File: src/ddrpi_defines.svh
// Function
// - Chip select is driven low only while a memory command is issued.
// - Sixteen-bit data bus moves one word on each memory clock edge.
// - Two byte masks drive during writes; bit 0 low byte, bit 1 high byte.
// - Strobes driven by controller on writes, sampled as inputs on reads.
// - Strobe 0 clocks data bits 7:0, strobe 1 clocks bits 15:8.
// - Row address strobe is asserted low within the issued command encoding.
// - Memory clock leaves as a differential pair in opposite phase.
// - Column address strobe is asserted low within the issued command encoding.
// - Clock enable low after cold reset and during power down, else high.
// - Write enable is asserted low during write commands.
`ifndef DDRPI_DEFINES_SVH
`define DDRPI_DEFINES_SVH
`define DDRPI_SYS_CLK_PERIOD_NS 10
`define DDRPI_MEM_CLK_PERIOD_NS 125
`define DDRPI_MEM_CLK_HALF_CYC ((`DDRPI_MEM_CLK_PERIOD_NS / 2) / `DDRPI_SYS_CLK_PERIOD_NS)
`define DDRPI_DQ_WIDTH 16
`define DDRPI_LANES 2
`define DDRPI_FIFO_DEPTH 16
`define DDRPI_BURST_WORDS 2
`endif

File: src/ddrpi_pkg.sv
package ddrpi_pkg;
	typedef struct packed {
		logic [1:0] byte_mask;
		logic [15:0] data;
	} ddrpi_wr_word_t;
	typedef struct packed {
		logic cs_n;
		logic ras_n;
		logic cas_n;
		logic we_n;
	} ddrpi_cmd_pins_t;
	typedef enum logic {
		ddrpi_op_read,
		ddrpi_op_write
	} ddrpi_op_t;
	typedef enum logic [2:0] {
		st_idle,
		st_act,
		st_cmd,
		st_wdata,
		st_rwait
	} ddrpi_state_t;
endpackage

File: src/ddrpi_top.sv
`timescale 1ns/100ps
`include "ddrpi_defines.svh"

module ddrpi_fifo #(
	parameter int WIDTH = 18,
	parameter int DEPTH = `DDRPI_FIFO_DEPTH
) (
	input wire logic sys_clk,
	input wire logic rst_n,
	input wire logic clk_en,
	input wire logic in_valid,
	output logic in_ready,
	input wire logic [WIDTH-1:0] in_data,
	output logic out_valid,
	input wire logic out_ready,
	output logic [WIDTH-1:0] out_data,
	output logic [$clog2(DEPTH):0] level
);
	localparam int AW = $clog2(DEPTH);
	logic [WIDTH-1:0] mem [DEPTH];
	logic [AW:0] wr_ptr, rd_ptr;
	logic push, pop;
	assign level = wr_ptr - rd_ptr;
	assign in_ready = (level != (AW+1)'(DEPTH));
	assign out_valid = (level != '0);
	assign push = clk_en && in_valid && in_ready;
	assign pop = clk_en && out_valid && out_ready;
	assign out_data = mem[rd_ptr[AW-1:0]];
	always_ff @(posedge sys_clk) begin
		if (push) begin
			mem[wr_ptr[AW-1:0]] <= in_data;
		end
	end

	always_ff @(posedge sys_clk) begin
		if (!rst_n) begin
			wr_ptr <= '0;
			rd_ptr <= '0;
		end else begin
			if (push) begin
				wr_ptr <= wr_ptr + 1'b1;
			end
			if (pop) begin
				rd_ptr <= rd_ptr + 1'b1;
			end
		end
	end
endmodule

module ddrpi_top #(
	parameter int HALF_CYC = `DDRPI_MEM_CLK_HALF_CYC,
	parameter int DEPTH = `DDRPI_FIFO_DEPTH
) (
	input wire logic sys_clk,
	input wire logic rst_n,
	input wire logic clk_en,
	input wire logic wr_valid,
	output logic wr_ready,
	input wire ddrpi_pkg::ddrpi_wr_word_t wr_word,
	input wire logic cmd_valid,
	output logic cmd_ready,
	input wire ddrpi_pkg::ddrpi_op_t cmd_op,
	input wire logic pwr_down,
	output logic rd_valid,
	output logic [31:0] rd_data,
	output logic mem_clk_pos,
	output logic mem_clk_neg,
	output logic mem_clk_en,
	output logic mem_chip_sel_n,
	output logic mem_row_strobe_n,
	output logic mem_col_strobe_n,
	output logic mem_write_en_n,
	output logic [1:0] mem_byte_mask,
	input wire logic [15:0] mem_dq_i,
	output logic [15:0] mem_dq_o,
	output logic [15:0] mem_dq_oe,
	input wire logic [1:0] mem_byte_strobe_i,
	output logic [1:0] mem_byte_strobe_o,
	output logic [1:0] mem_byte_strobe_oe
);
	localparam int LANES = `DDRPI_LANES;
	ddrpi_pkg::ddrpi_state_t state, next_state;
	ddrpi_pkg::ddrpi_op_t op;
	ddrpi_pkg::ddrpi_cmd_pins_t pins;
	ddrpi_pkg::ddrpi_wr_word_t fifo_word;
	logic [$clog2(DEPTH):0] fifo_level;
	logic fifo_valid, pop, enter_write;
	logic [7:0] half_cnt;
	logic tick, rise, fall, next_clk;
	logic [1:0] dqs_s1, dqs_s2, dqs_s3;
	logic [15:0] dq_s1, dq_s2;
	logic [1:0] lane_done;
	logic [1:0] dqs_cnt [LANES];
	logic [7:0] rd_first [LANES], rd_second [LANES];
	function automatic ddrpi_pkg::ddrpi_cmd_pins_t cmd_decode(ddrpi_pkg::ddrpi_state_t st,
			ddrpi_pkg::ddrpi_op_t o);
		cmd_decode = '{cs_n: 1'b1, ras_n: 1'b1, cas_n: 1'b1, we_n: 1'b1};
		if (st == ddrpi_pkg::st_act) begin
			cmd_decode = '{cs_n: 1'b0, ras_n: 1'b0, cas_n: 1'b1, we_n: 1'b1};
		end else if (st == ddrpi_pkg::st_cmd) begin
			cmd_decode = '{cs_n: 1'b0, ras_n: 1'b1, cas_n: 1'b0,
				we_n: (o != ddrpi_pkg::ddrpi_op_write)};
		end
	endfunction

	ddrpi_fifo #(.WIDTH($bits(ddrpi_pkg::ddrpi_wr_word_t)), .DEPTH(DEPTH)) u_fifo (
		.sys_clk(sys_clk),
		.rst_n(rst_n),
		.clk_en(clk_en),
		.in_valid(wr_valid),
		.in_ready(wr_ready),
		.in_data(wr_word),
		.out_valid(fifo_valid),
		.out_ready(pop),
		.out_data(fifo_word),
		.level(fifo_level)
	);

	// Memory clock is divided down from sys_clk; edges are known one cycle ahead
	assign tick = (half_cnt == 8'(HALF_CYC - 1));
	assign rise = tick && !mem_clk_pos;
	assign fall = tick && mem_clk_pos;
	assign next_clk = tick ? !mem_clk_pos : mem_clk_pos;
	assign mem_clk_neg = !mem_clk_pos;

	always_ff @(posedge sys_clk) begin
		if (!rst_n) begin
			half_cnt <= 8'h00;
			mem_clk_pos <= 1'b0;
		end else if (clk_en) begin
			half_cnt <= tick ? 8'h00 : half_cnt + 8'h01;
			mem_clk_pos <= next_clk;
		end
	end

	// A write only starts once both words of the burst are buffered
	assign cmd_ready = (state == ddrpi_pkg::st_idle) && rise && mem_clk_en && !pwr_down &&
		(cmd_op == ddrpi_pkg::ddrpi_op_read || fifo_level >= `DDRPI_BURST_WORDS);
	assign lane_done = {dqs_cnt[1] == 2'h2, dqs_cnt[0] == 2'h2};
	always_comb begin
		next_state = state;
		case (state)
			ddrpi_pkg::st_idle: begin
				next_state = (cmd_valid && cmd_ready) ? ddrpi_pkg::st_act : state;
			end
			ddrpi_pkg::st_act: begin
				next_state = rise ? ddrpi_pkg::st_cmd : state;
			end
			ddrpi_pkg::st_cmd: begin
				if (rise) begin
					next_state = (op == ddrpi_pkg::ddrpi_op_write) ? ddrpi_pkg::st_wdata :
						ddrpi_pkg::st_rwait;
				end
			end
			ddrpi_pkg::st_wdata: begin
				next_state = rise ? ddrpi_pkg::st_idle : state;
			end
			ddrpi_pkg::st_rwait: begin
				next_state = (lane_done == 2'h3) ? ddrpi_pkg::st_idle : state;
			end
			default: begin
				next_state = ddrpi_pkg::st_idle;
			end
		endcase
	end

	always_ff @(posedge sys_clk) begin
		if (!rst_n) begin
			state <= ddrpi_pkg::st_idle;
			op <= ddrpi_pkg::ddrpi_op_read;
		end else if (clk_en) begin
			state <= next_state;
			if (cmd_valid && cmd_ready) begin
				op <= cmd_op;
			end
		end
	end

	always_ff @(posedge sys_clk) begin
		if (!rst_n) begin
			pins <= '{cs_n: 1'b1, ras_n: 1'b1, cas_n: 1'b1, we_n: 1'b1};
		end else if (clk_en) begin
			pins <= cmd_decode(next_state, (state == ddrpi_pkg::st_idle) ? cmd_op : op);
		end
	end
	assign {mem_chip_sel_n, mem_row_strobe_n, mem_col_strobe_n, mem_write_en_n} = pins;

	// Power-down only takes effect between commands, never mid burst
	always_ff @(posedge sys_clk) begin
		if (!rst_n) begin
			mem_clk_en <= 1'b0;
		end else if (clk_en && state == ddrpi_pkg::st_idle) begin
			mem_clk_en <= !pwr_down;
		end
	end

	// First word leaves on the rising edge, second on the falling edge
	assign enter_write = (state == ddrpi_pkg::st_cmd) && (next_state == ddrpi_pkg::st_wdata);
	assign pop = (enter_write || (state == ddrpi_pkg::st_wdata && fall)) && fifo_valid;

	always_ff @(posedge sys_clk) begin
		if (!rst_n) begin
			mem_dq_o <= 16'h0000;
			mem_byte_mask <= 2'h0;
			mem_dq_oe <= 16'h0000;
			mem_byte_strobe_o <= 2'h0;
			mem_byte_strobe_oe <= 2'h0;
		end else if (clk_en) begin
			if (pop) begin
				mem_dq_o <= fifo_word.data;
				mem_byte_mask <= fifo_word.byte_mask;
			end else if (next_state != ddrpi_pkg::st_wdata) begin
				mem_byte_mask <= 2'h0;
			end
			mem_dq_oe <= {16{next_state == ddrpi_pkg::st_wdata}};
			mem_byte_strobe_oe <= {LANES{next_state == ddrpi_pkg::st_wdata}};
			mem_byte_strobe_o <= (next_state == ddrpi_pkg::st_wdata) ? {LANES{next_clk}} : 2'h0;
		end
	end

	// Strobes and data arrive from the pins, so both pass two flops before use
	always_ff @(posedge sys_clk) begin
		if (!rst_n) begin
			dqs_s1 <= 2'h0;
			dqs_s2 <= 2'h0;
			dqs_s3 <= 2'h0;
			dq_s1 <= 16'h0000;
			dq_s2 <= 16'h0000;
		end else if (clk_en) begin
			dqs_s1 <= mem_byte_strobe_i;
			dqs_s2 <= dqs_s1;
			dqs_s3 <= dqs_s2;
			dq_s1 <= mem_dq_i;
			dq_s2 <= dq_s1;
		end
	end

	genvar g;
	generate
		for (g = 0; g < LANES; g++) begin : g_lane
			always_ff @(posedge sys_clk) begin
				if (!rst_n) begin
					dqs_cnt[g] <= 2'h0;
					rd_first[g] <= 8'h00;
					rd_second[g] <= 8'h00;
				end else if (clk_en) begin
					if (state != ddrpi_pkg::st_rwait) begin
						dqs_cnt[g] <= 2'h0;
					end else if ((dqs_s2[g] ^ dqs_s3[g]) && dqs_cnt[g] != 2'h2) begin
						dqs_cnt[g] <= dqs_cnt[g] + 2'h1;
						// Each strobe captures only its own byte lane
						if (dqs_cnt[g] == 2'h0) begin
							rd_first[g] <= dq_s2[8*g +: 8];
						end else begin
							rd_second[g] <= dq_s2[8*g +: 8];
						end
					end
				end
			end
		end
	endgenerate
	assign rd_data = {rd_second[1], rd_second[0], rd_first[1], rd_first[0]};

	always_ff @(posedge sys_clk) begin
		if (!rst_n) begin
			rd_valid <= 1'b0;
		end else if (clk_en) begin
			rd_valid <= (state == ddrpi_pkg::st_rwait) && (lane_done == 2'h3);
		end
	end

	a_clk_diff_pair: assert property (@(posedge sys_clk) disable iff (!rst_n)
		mem_clk_pos != mem_clk_neg) else $error("memory clock legs not complementary");
	a_chip_sel_idle: assert property (@(posedge sys_clk) disable iff (!rst_n)
		!mem_chip_sel_n |-> (state == ddrpi_pkg::st_act || state == ddrpi_pkg::st_cmd))
		else $error("chip select low outside a command");
	a_row_strobe_act: assert property (@(posedge sys_clk) disable iff (!rst_n)
		state == ddrpi_pkg::st_act |-> !mem_row_strobe_n && mem_col_strobe_n)
		else $error("row strobe wrong during activate");
	a_col_strobe_cmd: assert property (@(posedge sys_clk) disable iff (!rst_n)
		state == ddrpi_pkg::st_cmd |-> !mem_col_strobe_n && mem_row_strobe_n)
		else $error("column strobe wrong during command");
	a_write_en_op: assert property (@(posedge sys_clk) disable iff (!rst_n)
		!mem_write_en_n |-> op == ddrpi_pkg::ddrpi_op_write && state == ddrpi_pkg::st_cmd)
		else $error("write enable low without a write command");
	a_clk_en_reset: assert property (@(posedge sys_clk)
		$rose(rst_n) |-> !mem_clk_en) else $error("clock enable high after reset");
	a_bus_release_idle: assert property (@(posedge sys_clk) disable iff (!rst_n)
		state != ddrpi_pkg::st_wdata |-> mem_dq_oe == 16'h0000 && mem_byte_strobe_oe == 2'h0)
		else $error("bus driven outside write data");
	a_mask_no_write: assert property (@(posedge sys_clk) disable iff (!rst_n)
		mem_dq_oe == 16'h0000 |-> mem_byte_mask == 2'h0) else $error("mask set outside write");
	a_write_two_words: assert property (@(posedge sys_clk) disable iff (!rst_n || !clk_en)
		(state == ddrpi_pkg::st_wdata && fall) |-> pop) else $error("second write word not sent");
	a_read_lane_done: assert property (@(posedge sys_clk) disable iff (!rst_n)
		rd_valid |-> $past(state) == ddrpi_pkg::st_rwait && $past(lane_done) == 2'h3)
		else $error("read data returned before both lanes");
endmodule

File: config.mk
export PLATFORM = sky130hd
export DESIGN_NAME = ddrpi_top
export DESIGN_NICKNAME = d
export VERILOG_FILES = /design/src/ddrpi_pkg.sv /design/src/ddrpi_top.sv
export VERILOG_INCLUDE_DIRS = /design/src
export SDC_FILE = /design/constraint.sdc
export NUM_CORES = 1
export LEC_CHECK = 0
export ABC_CLOCK_PERIOD_IN_PS = 4700
export BUFFER_PORTS_ARGS = -buffer_cell sky130_fd_sc_hd__clkbuf_2
export CAP_MARGIN = 20
export CORE_MARGIN = 5
export CORE_UTILIZATION = 59
export DETAILED_ROUTE_END_ITERATION = 8
export PLACE_DENSITY_LB_ADDON = 0.3
export SYNTH_ARGS = -nofsm -noshare
export SYNTH_HDL_FRONTEND = slang
export SYNTH_SLANG_ARGS = --single-unit
File: constraint.sdc
create_clock -name sys_clk -period 4.7 [get_ports sys_clk]
set_input_delay 0.94 -clock sys_clk [delete_from_list [all_inputs] [get_ports sys_clk]]
set_output_delay 0.94 -clock sys_clk [all_outputs]
set_load 0.1 [all_outputs]
; After elaboration in Yosys (flattened, before gate mapping)
; Memory sizes are Yosys's and may differ from the RTL's. A register that Yosys moved wholly into a read port is not among the register bits.
; Index checks and enable logic that the tools add are counted.
[word_totals]
reg_bits = 89
latchBits = 0
mem_bits_rw = 324
n_memories = 4
output_inout_bits = 80
rom_bits = 0
[op_classes]
n_div = 0
n_mux = 66
shift = 0
n_eq_ne = 16
order_cmp = 1
multipliers = 0
n_addsub = 6
bitwise = 12
reduce_logical = 30
[memory_table]
columns = name, depth, word_bits, read_ports, rd_clocked_by_memory_dff, wr, line
row1 = u_fifo.mem, 16, 18, 1, 1, 1, ddrpi_top.sv:20  ; logic [WIDTH-1:0] mem [DEPTH];
row2 = rd_first, 2, 8, 2, 0, 2, ddrpi_top.sv:94  ; logic [7:0] rd_first [LANES], rd_second [LANES];
row3 = rd_second, 2, 8, 2, 0, 2, ddrpi_top.sv:94
row4 = dqs_cnt, 2, 2, 2, 0, 2, ddrpi_top.sv:93  ; logic [1:0] dqs_cnt [LANES];
[ops]
columns = op, count
row1 = 1-bit two-way mux, 43
row2 = 8-bit two-way mux, 5
row3 = 1-bit logical AND, 18
row4 = 3-bit two-way mux, 6
row5 = 4-bit two-way mux, 4
row6 = 3-bit one-hot mux with 5 select lines, 1
row7 = 2-bit two-way mux, 7
row8 = 3-bit by 2-bit equality test with 1-bit output (second input constant), 4
row9 = 5-bit by 1-bit adder with 5-bit output (second input constant), 2
row10 = 8-bit by 1-bit adder with 8-bit output (second input constant), 1
row11 = 8-bit by 3-bit equality test with 1-bit output (second input constant), 1
row12 = 1-bit OR, 8
row13 = 2-bit equality test (second input constant), 3
row14 = 3-bit by 1-bit equality test with 1-bit output (second input constant), 2
row15 = 2-bit AND reduction, 3
row16 = 5-bit by 2-bit >= comparator with 1-bit output (second input constant), 1
row17 = 5-bit != test (second input constant), 1
row18 = 5-bit nonzero test, 1
row19 = 5-bit subtractor, 1
row20 = 2-bit by 1-bit adder with 2-bit output (second input constant), 2
row21 = 2-bit zero test, 2
row22 = 2-bit != test (second input constant), 2
row23 = 3-bit equality test (second input constant), 1
row24 = 3-bit zero test, 1
row25 = 7 further kinds, 11

; Logic depth before layout (Yosys ltp)
[logic_depth]
word_depth = 16
ltp_mapped = 12
depth_no_buf = 10

; By module
; From an unflattened synthesis, not the netlist that was laid out.
[unflattened]
hier_cells = 981
hier_area_um2 = 16732.3
[by_module_without_submodules]
columns = mod, seq_area_each_um2, area_each_um2, cells_each, n_inst
row1 = ddrpi_fifo, 8928.6, 11920.2, 517, 1
row2 = ddrpi_top, 2622.5, 4812.1, 464, 1

; Worst setup path after synthesis
; OpenSTA, ideal clock, no wires.
[synth_path]
kind = reg2out
startpoint = reg mem_clk_pos
endpoint = out cmd_ready
arrival_time_ns = 4.390
path_stages_with_launch = 6
t_required_ns = 3.760
slack_ns = -0.630
path_cell_list = dfxtp_1 > inv_1 > ha_1 > clkbuf_1 > and4b_1 > a21boi_0
[synth_between]
elab_chain_cells = 6
[synth_rtl]
columns = item, line
row1 = from (decl), ddrpi_top.sv:66  ; output logic mem_clk_pos,
row2 = from (signal assigned), ddrpi_top.sv:132  ; mem_clk_pos <= next_clk;
row3 = 1-bit zero test, -
row4 = named net mem_clk_neg, ddrpi_top.sv:67  ; output logic mem_clk_neg,
row5 = 1-bit logical AND, ddrpi_top.sv:121  ; assign rise = tick && !mem_clk_pos;
row6 = 1-bit logical AND (4 in series), ddrpi_top.sv:137  ; assign cmd_ready = (state == ddrpi_pkg::st_idle) && rise && mem_clk_en && !pwr_down &&
row7 = to (decl), ddrpi_top.sv:61  ; output logic cmd_ready,
; The timed path passes the listed nets, and every way through them passes these cells.

; Worst setup path after layout
[layout_path]
startpoint = reg u_fifo.wr_ptr[0]
endpoint = out wr_ready
[layout_between]
elab_chain_cells = 2
[layout_rtl]
columns = item, line
row1 = from (decl), ddrpi_top.sv:21  ; logic [AW:0] wr_ptr, rd_ptr;
row2 = from (signal assigned), ddrpi_top.sv:41  ; wr_ptr <= wr_ptr + 1'b1;
row3 = 5-bit subtractor, ddrpi_top.sv:23  ; assign level = wr_ptr - rd_ptr;
row4 = 5-bit != test, ddrpi_top.sv:24  ; assign in_ready = (level != (AW+1)'(DEPTH));
row5 = to (decl), ddrpi_top.sv:58  ; output logic wr_ready,
; Every way passes these cells.

==> metrics.txt <==
min cycle time layout 3.992 ns; Slew headroom 30.47%; initial antenna violation count 0; Starting Density 59.40%; CP max FO 6; Critical Path Sink Type primary output; yosys warns 0; setup_tns 0 ns; number of core rows 61; clk_skew 0.01693 ns; layout cells sized above 1 approximately 24%; R2R Path Start u_fifo.wr_ptr[0]; cell family with most CP delay buffers and inverters; pin count of the biggest net entering global routing 46; Worst Hold Depth 2; Routed Antenna Nets 0; DR pass1 iterations 5; Worst IR Drop VDD 0.3133 mV; clock root cell clkbuf_16; Cells after Synth 1019; Via Count 9443; Resized cells post-CTS 0; crit-path cells inv_1 > ha_1 > inv_1 > fa_1 > xnor2_1 > nand3b_1 > a2111oi_4 > inv_2 > clkbuf_2; Initial DRC Count about 940; R2R Path End u_fifo.mem[14][10]; Hold Path Sink mem_dq_o[5]; Max stage delay on crit path approximately 0.4 ns; vias in the first global route about 9100; post-DR wirelength/cell 23.47 um; Crit-path slowest cell clkbuf_2; Main synth FF type edfxtp_1; Overall Power around 7.6 mW; CTS H-tree depth 2; Detailed Place HPWL 22270 um; Die H 176.8 um; CP bufs+invs 4; worst hold path type flip-flop to flip-flop; critical path arrival 3.05 ns; WS Path Type flip-flop to primary output; Die Wd 176.8 um; worst-skew pair later-pin latency 0.54 ns; post-synthesis sequential area ratio 70.38%; dominant cells by area after synthesis edfxtp_1 (59%), dfxtp_1 (11%), mux4_2 (9.9%), mux2i_1 (2.5%), a22oi_1 (1.6%); clock buffer depth 3; PD cells between 400 and 500 nW/um2; TritonCTS buffer count 42; post-synthesis async set-or-reset flop share 0%; Slew Viols, Final 0; Ports approximately 120; most used cell, CP inv_1; final WL 36130 um; area grow syn2layout 13.47%; unique cell type count in the Yosys netlist 58; # fillers 1900; status completed; max-cap viol count 0; CP startpoint u_fifo.wr_ptr[0]; RSZ-0062 raised after global routing no; Avg Synthesized Cell Area between 15 and 20 um2; die area around 31000 um2; hold_buf cts 0; antenna cells 0; startpoint types flip-flop; Vias/cell 6.136; core area between 20000 and 30000 um2; area of the multi-input gates 4438 um2; post-route DRC violation count 0; CTS tree yes; final RePlAce weighted congestion between 0.8 and 0.9; Final Hold Fails 0; register area 11560 um2; final critical-path share of the clock period 84.93%; Reg clk slew, reported paths 0.06 ns; GRT Total Usage 22.90%; grt ovf 0; Final nets approximately 1200; r2r setup slk roughly 1.1 ns; final setup violation count 0; first-pass GRT wire length approximately 54000 um; Fmax 0.2505 GHz; top-area cell type share of the netlist area 59.28%; Slew @ Worst Pin 1.043 ns; Setup Fix Bufs, Post-CTS 0; Cell Area, Synth 16410 um2; Synth Net Count about 1100; IO Port Bufs 122; number of synthesized register bits between 400 and 500; Leak 6.628 nW; number of synthesized flops with an enable pin 324; reg2reg path depth 9; Hold Startpoint mem_dq_o[5]; Critical Path RT 3.76 ns; Num Clock Sinks 415; Yosys top cell by area edfxtp_1
==> tightest hold or removal path: stages, from the launching register on <==
cell,delay (ns)
dfxtp_1,0.30
o21ai_0,0.06
a21oi_1,0.06
==> flip-flops by register name (all words and copies together) (netlist names), 8 cells and up, named ones only <==
signal / count
dq_s1: 16
dq_s2: 16
half_cnt: 8
mem_dq_o: 16
rd_first: 16
rd_second: 16
u_fifo.mem: 288
==> cell usage after synthesis, types with 3 or more instances <==
cell type / count
a21boi_0: 3
a21o_1: 3
a21oi_1: 41
a22oi_1: 36
and2_1: 13
and3_1: 42
and3b_1: 3
buf_1: 4
buf_2: 8
buf_4: 18
clkbuf_1: 44
dfxtp_1: 91
edfxtp_1: 324
ha_1: 17
inv_1: 17
mux2i_1: 41
mux4_2: 72
nand2_1: 38
nand2b_1: 5
nand3_1: 34
nand3b_1: 3
nand4_1: 3
nor2_1: 65
nor2b_1: 8
nor3_1: 5
o21ai_0: 30
o31ai_1: 5
or4_1: 3
xnor2_1: 6
xor2_1: 5
==> stage by stage <==
stage / util (%) / worst slack [ns] / cell area [um2] / hold slack, ns / std cells
after floorplan: - / 0.09949 / 16410 / 0.4544 / 1019
after global placement: 62.53 / 1.299 / 17280 / 0.4639 / 1458
final: 67.40 / 0.7083 / 18620 / 0.4749 / 1539
after global routing: 67.40 / 0.5621 / 18620 / 0.5126 / 1539
after CTS: 67.34 / 0.7227 / 18610 / 0.4752 / 1536
after detailed placement: 62.53 / 1.149 / 17280 / 0.4613 / 1458
==> layer usage <==
layer  vias up  share of wire (%)  global-route usage (%)
met5         -                  0                       0
met4         0                3.4                   7.382
met3        76                7.9                   3.546
met2       453                 48                   37.20
met1      4759                 41                   32.45
li1       4155                  -                       -
==> power breakdown <==
part	total (mW)	internal, mW	leakage [nW]	switching (mW)
registers	4.02	3.99	3.71	0.0231
clock network	3.21	1.84	0.644	1.37
logic	0.330	0.0720	2.27	0.258
==> worst max-delay path by stage <==
stage	endpoint	cells past startpoint
detailed placement	u_fifo.mem[8][7]	9
CTS	wr_ready	9
global placement	u_fifo.mem[8][7]	6
global route	wr_ready	9
finish	wr_ready	9
floorplan	cmd_ready	5
==> area by class of cell <==
class	count	share of cell area, %
sequential	415	62.05
tap	378	2.540
timing repair buffer	138	4.031
clock inverter	20	0.9540
multi-input combinational	510	23.83
clock buffer	58	6.188
inverter	20	0.4031
==> cell families after synthesis <==
logic type | after synthesis | synth area share, %
multiplexers | 113 | 12.38
XOR/XNOR | 11 | 0.5870
adder cells (fa/ha/maj) | 18 | 1.418
buffers and inverters | 94 | 2.623
AO/OA/AOI/OAI | 137 | 5.436
flip-flops | 415 | 70.38
AND/OR/NAND/NOR | 231 | 7.174
==> cells in the final DEF, fill, tap and decap left out, types with 3 or more instances in the layout <==
cell type and n:
o21ai_0 30, and2_1 13, dfxtp_1 89, ha_1 17, buf_2 3, edfxtp_1 324
buf_4 12, nand4_1 3, xnor2_1 6, clkbuf_2 121, nand3b_1 3, and3_1 42
clkinv_2 5, mux4_2 72, a21o_1 3, and3b_1 3, nand2_1 38, inv_1 17
clkbuf_16 43, a22oi_1 36, clkinv_1 7, o31ai_1 5, nor2b_1 7, nand2b_1 5
nor2_1 65, mux2i_1 41, nor3_1 4, a21oi_1 41, or4_1 3, xor2_1 5
clkbuf_1 13, nand3_1 34
No activity file was read; power rests on OpenSTA's default activity.
